### config.mk
export PLATFORM = sky130hd
export DESIGN_NAME = tsg_start_gate
export DESIGN_NICKNAME = d
export VERILOG_FILES = /design/src/rtl/tsg_start_gate.v /design/src/rtl/tsg_ms_tick.v
export VERILOG_INCLUDE_DIRS = /design/src /design/src/include
export SDC_FILE = /design/constraint.sdc
export NUM_CORES = 1
export LEC_CHECK = 0
export BUFFER_PORTS_ARGS = -buffer_cell sky130_fd_sc_hd__buf_2
export CORE_MARGIN = 3
export CORE_UTILIZATION = 58
export DETAILED_ROUTE_END_ITERATION = 8
export HOLD_SLACK_MARGIN = 0.02
export MAX_ROUTING_LAYER = met4
export PLACE_DENSITY_LB_ADDON = 0.3
export SETUP_SLACK_MARGIN = 0.02
export SLEW_MARGIN = 20
export SYNTH_ARGS = -nofsm -noshare
export SYNTH_HDL_FRONTEND = slang
export SYNTH_HIERARCHICAL = 1
export SYNTH_SLANG_ARGS = --single-unit
### constraint.sdc
create_clock -name clk -period 3.1 [get_ports clk]
set_input_delay 0.62 -clock clk [delete_from_list [all_inputs] [get_ports clk]]
set_output_delay 0.62 -clock clk [all_outputs]
set_load 0.01 [all_outputs]
### src/include/tsg_regs.vh
// constants for the test start gating block
`ifndef TSG_REGS_VH
`define TSG_REGS_VH
`define TSG_CLK_HZ          50000000
`define TSG_MS_CYCLES       (`TSG_CLK_HZ / 1000)
`define TSG_TWO_KEY_MS      500
`define TSG_HOLD_START_MS   1000
`define TSG_SRC_PANEL       2'h0
`define TSG_SRC_REMOTE      2'h1
`define TSG_SRC_HANDLER     2'h2
`define TSG_FN_READY        3'h0
`define TSG_FN_TEST         3'h1
`define TSG_FN_PASS         3'h2
`define TSG_FN_FAIL         3'h3
`define TSG_FN_FAIL_HI      3'h4
`define TSG_FN_FAIL_LO      3'h5
`endif

### src/rtl/tsg_start_gate.v
// test start qualification, stop handling and handler output mapping
`timescale 1ns/10ps
`include "tsg_regs.vh"
module tsg_start_gate #(
    parameter MS_DIV   = `TSG_MS_CYCLES,
    parameter WIN_MS   = `TSG_TWO_KEY_MS,
    parameter HOLD_MS  = `TSG_HOLD_START_MS
) (
    input  wire        clk,
    input  wire        rst,
    input  wire [1:0]  start_source_select,
    input  wire        two_key_en,
    input  wire        key_lock_en,
    input  wire        interlock_en,
    input  wire        hold_start_en,
    input  wire        gnd_check_en,
    input  wire        remote_if_active,
    input  wire        auto_mode,
    input  wire        test_per_step,
    input  wire        judge_per_step,
    input  wire        fail_hold_en,
    input  wire [14:0] pin_func,
    input  wire        panel_start,
    input  wire        panel_stop,
    input  wire        rmt_start,
    input  wire        rmt_stop,
    input  wire        io_start,
    input  wire        io_stop,
    input  wire        interlock_closed,
    input  wire        gnd_ok,
    input  wire        edit_key_in,
    input  wire        step_active,
    input  wire        step_done,
    input  wire        step_pass,
    input  wire        step_fail_hi,
    input  wire        step_fail_lo,
    input  wire        last_step,
    output wire        edit_key_out,
    output reg         test_start_ff,
    output reg         test_abort_ff,
    output reg         halt_seq_ff,
    output reg         ready_ff,
    output reg         testing_ff,
    output reg         interlock_open_ff,
    output reg         gnd_fail_ff,
    output reg  [4:0]  handler_out_ff
);
    // states of the test flow
    localparam ST_READY  = 4'b0001;
    localparam ST_TEST   = 4'b0010;
    localparam ST_RESULT = 4'b0100;
    localparam ST_FAIL1  = 4'b1000;

    // pin inputs pass two flip-flops before use
    reg [9:0] sync1_ff;
    reg [9:0] sync2_ff;
    always @(posedge clk or posedge rst)
    begin
        if (rst)
        begin
            sync1_ff <= 10'h000;
            sync2_ff <= 10'h000;
        end
        else
        begin
            sync1_ff <= {gnd_ok, interlock_closed, io_stop, io_start, rmt_stop,
                         rmt_start, panel_stop, panel_start, 2'b00};
            sync2_ff <= sync1_ff;
        end
    end
    wire s_pstart = sync2_ff[2];
    wire s_pstop  = sync2_ff[3];
    wire s_rstart = sync2_ff[4];
    wire s_rstop  = sync2_ff[5];
    wire s_istart = sync2_ff[6];
    wire s_istop  = sync2_ff[7];
    wire s_ilock  = sync2_ff[8];
    wire s_gnd    = sync2_ff[9];

    wire ms_tick;
    tsg_ms_tick #(
        .DIV (MS_DIV)
    ) u_tick (
        .clk     (clk),
        .rst     (rst),
        .tick_ff (ms_tick)
    );

    // source select; panel stop reaches the stop path except under the handler source
    reg src_start;
    reg src_stop;
    always @*
    begin
        case (start_source_select)
            `TSG_SRC_PANEL:   begin src_start = s_pstart; src_stop = s_pstop; end
            `TSG_SRC_REMOTE:  begin src_start = s_rstart; src_stop = s_rstop | s_pstop; end
            `TSG_SRC_HANDLER: begin src_start = s_istart; src_stop = s_istop; end
            default:          begin src_start = 1'b0; src_stop = s_pstop; end
        endcase
    end

    // option changes are plain levels, so they act in the same cycle
    assign edit_key_out = edit_key_in & ~key_lock_en;

    reg start_d_ff;
    reg stop_d_ff;
    wire start_rise = src_start & ~start_d_ff;
    wire stop_rise  = src_stop & ~stop_d_ff;

    // two-key window and held-start counters in ms
    reg        armed_ff;
    reg [15:0] win_ff;
    reg [15:0] hold_ff;
    reg        hold_done_ff;
    wire two_key_on = two_key_en & ~remote_if_active;
    reg  [3:0] state_ff;
    reg  [3:0] nxt_state;
    wire is_ready = state_ff == ST_READY;

    always @(posedge clk or posedge rst)
    begin
        if (rst)
        begin
            start_d_ff   <= 1'b0;
            stop_d_ff    <= 1'b0;
            armed_ff     <= 1'b0;
            win_ff       <= 16'h0000;
            hold_ff      <= 16'h0000;
            hold_done_ff <= 1'b0;
        end
        else
        begin
            start_d_ff <= src_start;
            stop_d_ff  <= src_stop;
            // arm on STOP in ready, drop when window ends
            if (stop_rise && is_ready)
            begin
                armed_ff <= 1'b1;
                win_ff   <= 16'h0000;
            end
            else if (armed_ff && ms_tick)
            begin
                if (win_ff == WIN_MS - 1)
                    armed_ff <= 1'b0;
                win_ff <= win_ff + 16'h0001;
            end
            if (test_start_ff)
                armed_ff <= 1'b0;
            // hold timer restarts if START lets go early
            if (!src_start || !is_ready)
            begin
                hold_ff      <= 16'h0000;
                hold_done_ff <= 1'b0;
            end
            else if (ms_tick && !hold_done_ff)
            begin
                if (hold_ff == HOLD_MS - 1)
                    hold_done_ff <= 1'b1;
                hold_ff <= hold_ff + 16'h0001;
            end
        end
    end

    // start qualification: edge or completed hold, plus two-key and interlock
    wire hold_fire  = hold_start_en ? (hold_done_ff == 1'b0 && src_start && ms_tick &&
                                       hold_ff == HOLD_MS - 1)
                                    : start_rise;
    wire key_ok     = ~two_key_on | armed_ff;
    wire attempt    = is_ready & hold_fire & key_ok;
    wire ilock_bad  = interlock_en & ~s_ilock;
    wire go         = attempt & ~ilock_bad;

    // halt partway when fail-hold is on and a step fails
    wire step_fail = step_fail_hi | step_fail_lo;
    wire seq_end   = step_done & (last_step | (step_fail & fail_hold_en));

    always @*
    begin
        nxt_state = state_ff;
        case (state_ff)
            ST_READY:  if (go) nxt_state = ST_TEST;
            ST_TEST:
            begin
                if (stop_rise)
                    nxt_state = ST_RESULT;
                else if (seq_end || (step_done && !auto_mode))
                    nxt_state = step_fail ? ST_FAIL1 : ST_RESULT;
            end
            ST_RESULT: if (stop_rise) nxt_state = ST_READY;
            ST_FAIL1:  if (stop_rise) nxt_state = ST_RESULT;
            default:   nxt_state = ST_READY;
        endcase
    end

    // result memory for the judgment pins
    reg pass_ff;
    reg fhi_ff;
    reg flo_ff;
    reg any_fail_ff;
    integer i;

    always @(posedge clk or posedge rst)
    begin
        if (rst)
        begin
            state_ff          <= ST_READY;
            test_start_ff     <= 1'b0;
            test_abort_ff     <= 1'b0;
            halt_seq_ff       <= 1'b0;
            ready_ff          <= 1'b1;
            testing_ff        <= 1'b0;
            interlock_open_ff <= 1'b0;
            gnd_fail_ff       <= 1'b0;
            pass_ff           <= 1'b0;
            fhi_ff            <= 1'b0;
            flo_ff            <= 1'b0;
            any_fail_ff       <= 1'b0;
        end
        else
        begin
            state_ff      <= nxt_state;
            test_start_ff <= go;
            test_abort_ff <= (state_ff == ST_TEST) & stop_rise;
            halt_seq_ff   <= (state_ff == ST_TEST) & step_done & step_fail & fail_hold_en
                             & ~last_step;
            ready_ff      <= nxt_state == ST_READY;
            gnd_fail_ff   <= gnd_check_en & ~s_gnd;
            // blocked attempt raises the flag, held until next good start
            if (attempt && ilock_bad)
                interlock_open_ff <= 1'b1;
            else if (go)
                interlock_open_ff <= 1'b0;
            // testing: whole sequence or one pulse per step
            if (nxt_state != ST_TEST)
                testing_ff <= 1'b0;
            else if (auto_mode && test_per_step)
                testing_ff <= step_active & ~step_done;
            else
                testing_ff <= 1'b1;
            if (go)
            begin
                pass_ff     <= 1'b0;
                fhi_ff      <= 1'b0;
                flo_ff      <= 1'b0;
                any_fail_ff <= 1'b0;
            end
            else if (state_ff == ST_TEST && step_done)
            begin
                if (auto_mode && !judge_per_step)
                begin
                    // accumulate, report once at the end
                    any_fail_ff <= any_fail_ff | step_fail;
                    if (seq_end)
                    begin
                        pass_ff <= ~(any_fail_ff | step_fail);
                        fhi_ff  <= fhi_ff | step_fail_hi;
                        flo_ff  <= flo_ff | step_fail_lo;
                    end
                    else
                    begin
                        fhi_ff <= fhi_ff | step_fail_hi;
                        flo_ff <= flo_ff | step_fail_lo;
                    end
                end
                else
                begin
                    pass_ff <= step_pass & ~step_fail;
                    fhi_ff  <= step_fail_hi;
                    flo_ff  <= step_fail_lo;
                end
            end
            else if (nxt_state == ST_READY && state_ff != ST_READY)
            begin
                pass_ff <= 1'b0;
                fhi_ff  <= 1'b0;
                flo_ff  <= 1'b0;
            end
        end
    end

    // in auto mode without per-step judgment, the final judgment only shows outside the running sequence
    wire show_res = ~(auto_mode & ~judge_per_step) | (state_ff != ST_TEST);

    // map each handler pin to its chosen function
    always @(posedge clk or posedge rst)
    begin
        if (rst)
            handler_out_ff <= 5'h00;
        else
        begin
            for (i = 0; i < 5; i = i + 1)
            begin
                case (pin_func[i*3 +: 3])
                    `TSG_FN_READY:   handler_out_ff[i] <= ready_ff;
                    `TSG_FN_TEST:    handler_out_ff[i] <= testing_ff;
                    `TSG_FN_PASS:    handler_out_ff[i] <= show_res & pass_ff;
                    `TSG_FN_FAIL:    handler_out_ff[i] <= show_res & (fhi_ff | flo_ff);
                    `TSG_FN_FAIL_HI: handler_out_ff[i] <= show_res & fhi_ff;
                    `TSG_FN_FAIL_LO: handler_out_ff[i] <= show_res & flo_ff;
                    default:         handler_out_ff[i] <= 1'b0;
                endcase
            end
        end
    end
endmodule // tsg_start_gate

### src/rtl/tsg_ms_tick.v
// millisecond enable divider
`timescale 1ns/10ps
module tsg_ms_tick #(
    parameter DIV = 50000
) (
    input  wire clk,
    input  wire rst,
    output reg  tick_ff
);
    reg [31:0] cnt_ff;
    // one-cycle pulse every DIV clocks
    always @(posedge clk or posedge rst)
    begin
        if (rst)
        begin
            cnt_ff  <= 32'h0;
            tick_ff <= 1'b0;
        end
        else if (cnt_ff == DIV - 1)
        begin
            cnt_ff  <= 32'h0;
            tick_ff <= 1'b1;
        end
        else
        begin
            cnt_ff  <= cnt_ff + 32'h1;
            tick_ff <= 1'b0;
        end
    end
endmodule // tsg_ms_tick

# After elaboration in Yosys (flattened, before gate mapping)
# Cells that the tools add are included.
[word_totals] ff_bits=105 in_bits=44 out_inout_bits=13 elab_cells=196
[op_classes] add_sub_neg=3 eq_ne=39 mux=46 n_bitwise=47 reduce_logical=38
[ops] cell="$mux W16" count=4
[ops] cell="$add A16 B1 Y16 const B" count=2
[ops] cell="$add A32 B1 Y32 const B" count=1
[ops] cell="$eq A32 B16 Y1 const B" count=1
[ops] cell="$mux W32" count=1
[ops] cell="$eq A3 B2 Y1 const B" count=10
[ops] cell="$eq A3 B3 Y1 const B" count=10
[ops] cell="$pmux W1 S6" count=5
[ops] cell="$mux W1" count=27
[ops] cell="$mux W4" count=6
[ops] cell="$and A1 B1 Y1" count=23
[ops] cell="$eq A16 B10 Y1 const B" count=1
[ops] cell="$eq A16 B9 Y1 const B" count=1
[ops] cell="$pmux W4 S4" count=1
[ops] cell="$eq A3 B1 Y1 const B" count=5
[ops] cell="$logic_not A3 Y1" count=5
[ops] cell="$not A1 Y1" count=15
[ops] cell="$logic_and A1 B1 Y1" count=12
[ops] cell="$reduce_bool A2 Y1" count=6
[ops] cell="$or A1 B1 Y1" count=9
[ops] cell="$reduce_bool A3 Y1" count=3
[ops] cell="$eq A4 B1 Y1 const B" count=2
[ops] cell="$ne A4 B2 Y1 const B" count=2
[ops] cell="$reduce_and A2 Y1" count=4
[ops] cell="12 further kinds" count=17

# Longest topological paths before layout
[depth] depth_word=16 depth_mapped=8 depth_no_buf=7

# Modules after synthesis
# The synthesis kept the hierarchy.
[modules_own_cells] module="tsg_start_gate" instances=1 cells_each=335 area_each_um2=3470.8 seq_area_each_um2=1804.2
[modules_own_cells] module="tsg_ms_tick" instances=1 cells_each=142 area_each_um2=1552.7 seq_area_each_um2=825.8

# Least setup slack after synthesis
# No wires, ideal clock.
[synth_timing] kind="register to register" from="register state_ff[2]" to="register fhi_ff" setup_ps=122 arrival_ps=2032 t_required_ps=2978 setup_slack_ps=946 path_stages_with_launch=8 path_buffers=2 period_less_slack_ps=2154 path_cell_list="dfrtp_1 -> buf_6 -> or4b_4 -> or3_1 -> buf_6 -> a21oi_4 -> nand3_4 -> a32o_1"
[synth_via] elab_chain_cells=9 word_cells_on_any_way=20 classes_between="6 x eq/ne; 8 x mux; 3 x bitwise; 3 x reduce/logical"
[synth_rtl] item="start: declaration" line_no="tsg_start_gate.v:116" text="reg [3:0] state_ff;"
[synth_rtl] item="start signal: assignment" line_no="tsg_start_gate.v:221" text="state_ff <= nxt_state;"
[synth_rtl] item="$eq A4 B1 Y1" line_no="tsg_start_gate.v:118, tsg_start_gate.v:180"
[synth_rtl] item="$and A1 B1 Y1 (2 in series)" line_no="tsg_start_gate.v:169" text="wire attempt = is_ready & hold_fire & key_ok;"
[synth_rtl] item="$and A1 B1 Y1" line_no="tsg_start_gate.v:171" text="wire go = attempt & ~ilock_bad;"
[synth_rtl] item="$mux W4" line_no="tsg_start_gate.v:181" text="ST_READY: if (go) nxt_state = ST_TEST;"
[synth_rtl] item="$pmux W4 S4" line_no="tsg_start_gate.v:180" text="case (state_ff)"
[synth_rtl] item="$eq A4 B1 Y1" line_no="tsg_start_gate.v:272" text="else if (nxt_state == ST_READY && state_ff != ST_READY)"
[synth_rtl] item="$logic_and A1 B1 Y1" line_no="tsg_start_gate.v:272"
[synth_rtl] item="$reduce_bool A3 Y1 (no line)"
[synth_rtl] item="end signal: assignment" line_no="tsg_start_gate.v:256" text="fhi_ff <= fhi_ff | step_fail_hi;"
[synth_rtl] item="end signal: assignment" line_no="tsg_start_gate.v:261" text="fhi_ff <= fhi_ff | step_fail_hi;"
[synth_rtl] item="end signal: assignment" line_no="tsg_start_gate.v:268" text="fhi_ff <= step_fail_hi;"
[synth_rtl] item="end: declaration" line_no="tsg_start_gate.v:197" text="reg fhi_ff;"
# Several ways; a longest one is shown, not always the timed one.
# A chain may end at the register's enable or synchronous reset.

# Final worst setup path
[layout_timing] from="register state_ff[0]" to="register flo_ff"
[layout_via] elab_chain_cells=9 word_cells_on_any_way=20 classes_between="6 x eq/ne; 8 x mux; 3 x bitwise; 3 x reduce/logical"
[layout_rtl] item="$eq A4 B1 Y1" line_no="tsg_start_gate.v:118, tsg_start_gate.v:180"
[layout_rtl] item="$and A1 B1 Y1 (2 in series)" line_no="tsg_start_gate.v:169"
[layout_rtl] item="$and A1 B1 Y1" line_no="tsg_start_gate.v:171"
[layout_rtl] item="$mux W4" line_no="tsg_start_gate.v:181"
[layout_rtl] item="$pmux W4 S4" line_no="tsg_start_gate.v:180"
[layout_rtl] item="$eq A4 B1 Y1" line_no="tsg_start_gate.v:272"
[layout_rtl] item="$logic_and A1 B1 Y1" line_no="tsg_start_gate.v:272"
[layout_rtl] item="$reduce_bool A3 Y1 (no line)"
[layout_rtl] item="end signal: assignment" line_no="tsg_start_gate.v:257" text="flo_ff <= flo_ff | step_fail_lo;"
[layout_rtl] item="end signal: assignment" line_no="tsg_start_gate.v:262" text="flo_ff <= flo_ff | step_fail_lo;"
[layout_rtl] item="end signal: assignment" line_no="tsg_start_gate.v:269" text="flo_ff <= step_fail_lo;"
[layout_rtl] item="end: declaration" line_no="tsg_start_gate.v:198" text="reg flo_ff;"
# Several ways; a longest one is shown, not always the timed one.

==> implementation parameters <==
Parameter                              Value

Placed design
  Placed cell count ... ~630
  Worst setup timing slack at the placement stage ... around 0.84 ns
  Total of buffers placed on input and output ports ... 56
  Placer Congestion ... around 0.9
  Half-perimeter wire length of the detailed placement result ... 6.859 mm

STA
  Post-route clock skew ... 0.01037 ns
  Final TNS setup ... 0 ns
  Maximum operating frequency ... between 400 and 500 MHz
  Final worst setup slack ... around 0.83 ns
  Final setup fails ... 0
  Actual slew at the worst max-slew pin ... between 0.8 and 0.9 ns
  Worst slew margin ... ~40%
  Period utilisation layout ... between 70% and 80%
  Setup repair after global routing missed its margin ... false
  Final count of pins violating max slew ... 0
  Min Tclk post-route ... between 2 and 2.5 ns
  Final hold viol count ... 0

Global route
  Wire length of the first global-routing pass ... 16.56 mm
  Total congestion overflow ... 0
  Number of antenna violations at the first check in global routing ... 0
  Pin count of the biggest net entering global routing ... between 70 and 80
  Via count of the first global-routing pass ... about 3700
  Total track usage ... 21.18%

Critical path
  Category of cells accounting for the largest share of critical-path delay ... simple AND/OR/NAND/NOR gates
  Worst reg2reg setup slack ... roughly 0.83 ns
  Arrival @ worst endpoint ... roughly 2.5 ns
  Slowest CP cell ... sky130_fd_sc_hd__dfstp_2
  Startpoint type of the worst setup path ... flip-flop
  Critical path data required time ... around 3.3 ns
  Slowest cell delay on critical path ... about 0.65 ns
  Ordered cell list for the critical path ... or4b_4 > or3_1 > a21oi_4 > nand3_4 > a32o_1
  Class of the most critical setup path ... reg -> reg
  Type of destination of the critical path ... flip-flop
  Critical path buffer and inverter count ... 0
  Critical-path maximum fanout ... 12

Logic synthesis
  Proportion of register bits with asynchronous set or reset after synthesis ... 100.0%
  Proportion of netlist area held by the largest area contributor ... about half
  Net count after synthesis ... between 500 and 600
  Summed instance area of the synthesized netlist ... ~5000 um2
  Post-Synthesis Cells ... about 480
  Most frequent cell after synthesis ... sky130_fd_sc_hd__dfrtp_1
  FF+latch count, synth ... around 110
  Syn_area_per_cell ... roughly 11 um2
  Primary FF master, synth ... sky130_fd_sc_hd__dfrtp_1
  Area leader, netlist ... sky130_fd_sc_hd__dfrtp_1
  Share of the yosys chip area belonging to registers ... a little over half
  Leading post-synthesis cells by cell area ... sky130_fd_sc_hd__dfrtp_1, sky130_fd_sc_hd__xnor2_1, sky130_fd_sc_hd__xor2_1, sky130_fd_sc_hd__nor2_1, sky130_fd_sc_hd__nand4_1
  Leading cell types by count after synthesis ... sky130_fd_sc_hd__dfrtp_1, sky130_fd_sc_hd__nor2_1, sky130_fd_sc_hd__nand2_1
  Yosys Warn Count ... 6
  Number of synthesized flops with an enable pin ... 0
  Number of distinct library cell variants in the gate-level netlist after synthesis ... 51

Run status
  Run status ... complete, no violations

Clock network
  Post-cts hold buffer count ... 0
  Max clock buf depth ... 2
  Clock sinks ... between 100 and 150
  Num CTS Buffers ... 9
  Clock tree from TritonCTS ... yes
  Clk pin slew, worst setup/hold paths ... roughly 0.1 ns
  Setup bufs post-CTS ... 0
  Cts repair resizes ... 0
  CTS Root Buffer Type ... sky130_fd_sc_hd__clkbuf_8
  # H-tree levels ... 3
  Clock latency reported for the late side of the worst-skew pair ... 0.36 ns

Floorplan
  Die H ... about 100 um
  Overall die area ... slightly below 10000 um2
  Area of the placeable core ... about 8300 um2
  Effective utilization at floorplan ... just over 60%
  Std-Cell Rows ... 33
  Top-level I/O count ... between 50 and 60
  Die X-Extent ... about 99 um

Cells and area
  # diodes ... 0
  Non-filler instance count after layout ... 644
  Area grow syn2layout ... 11.28%
  Utilization after layout ... between 60% and 70%
  Ratio of cells with drive above 1 in the final layout ... ~17%
  Post-layout net count ... slightly below 600
  Filler instances ... 660

Routing
  Drt via density ... 5.773
  Wirelength, routed ... approximately 9.6 mm
  DR iter-0 viols ... 179
  Vias after detailed routing ... about 3700
  First-pass iteration count of the detailed router ... 4
  DRC Markers ... 0
  Routed wirelength normalized by instance count ... 14.97 um
  Count of nets left with antenna violations after detail routing ... 0

Power and ir drop
  P per Cell Area ... 435.0 nW/um2
  Sum of internal, switching and leakage power ... between 2 and 2.5 mW
  Pleak ... around 2.6 nW
  Worst IR drop on VDD ... 0.2977 mV

Min path
  Kind of path behind the tightest hold check ... in -> async

Job
  Max-cap violations ... 0
[path summary, 6_finish.rpt]
check | start | cells after the start | end
worst max-delay path | state_ff[0] | 5 | flo_ff
worst min-delay path | rst | 3 | u_tick/cnt_ff[1]
min in group clk | sync1_ff[8] | 0 | sync2_ff[8]
worst min register to register | sync1_ff[8] | 0 | sync2_ff[8]
max in group asynchronous | rst | 3 | test_start_ff
worst max register to register | state_ff[0] | 5 | flo_ff
[stage by stage]
step / hold slack [ns] / area [um2]
2_1_floorplan: 0.3312 / 5024
3_3_place_gp: 0.3335 / 5398
3_5_place_dp: 0.3347 / 5398
4_1_cts: 0.3454 / 5590
5_1_grt: 0.3397 / 5590
6_report: 0.3423 / 5590
[tightest hold or removal path, stage by stage]
cell	delay, ns
sky130_fd_sc_hd__buf_2	0.11
sky130_fd_sc_hd__inv_1	0.04
sky130_fd_sc_hd__buf_4	0.36
[sequential cells by signal, summed over array words and instances (netlist names), 4 cells and up]
register and cells:
hold_ff 16, sync2_ff 8, handler_out_ff 5, u_tick/cnt_ff 32, win_ff 16, sync1_ff 8, state_ff 4
[metal layers]
layer	vias up	wire [um]	GRT usage, %
li1	1801	-	-
met1	1801	4255	27.58
met2	99	4777	33.63
met3	17	443	4.176
met4	0	164	6.828
met5	-	0	-
[area by class of cell]
type	instances	area [um2]	share of cell area [%]
flip-flops and latches	105	2630	47.05
multi-input cells	347	2277	40.73
repair buffers	61	317.8	5.685
well taps	105	131.4	2.350
clock buffers	9	123.9	2.216
clock inverters	6	68.82	1.231
inverters	11	41.29	0.7386
[power breakdown]
part | switching, mW | internal [mW]
Combinational | 0.114 | 0.0743
Sequential | 0.0219 | 1.40
Clock | 0.448 | 0.373
Total | 0.585 | 1.85
[cell families after synthesis]
kind of cell    count (synthesis)  synth area share (%)
compound gates                 64                 8.917
fa+ha+maj                       7                 1.743
simple gates                  205                 21.97
buf+inv                        25                 2.316
mux                            13                 2.590
flops                         105                 52.35
xor+xnor                       58                 10.11
[cell usage in the layout, fill, tap and decap left out, drive strengths merged, types with 7 or more instances in the layout]
cell      n
nand3    23
ha        7
a21oi    15
nand4    24
nor2     58
xnor2    31
o21a     10
nand2    34
buf      61
clkbuf    9
inv      12
o21ai    10
mux2i    13
dfrtp   103
xor2     27
o31ai     7
and4      9
nor4      7
and3     14
No activity file was read; power rests on OpenSTA's default activity.
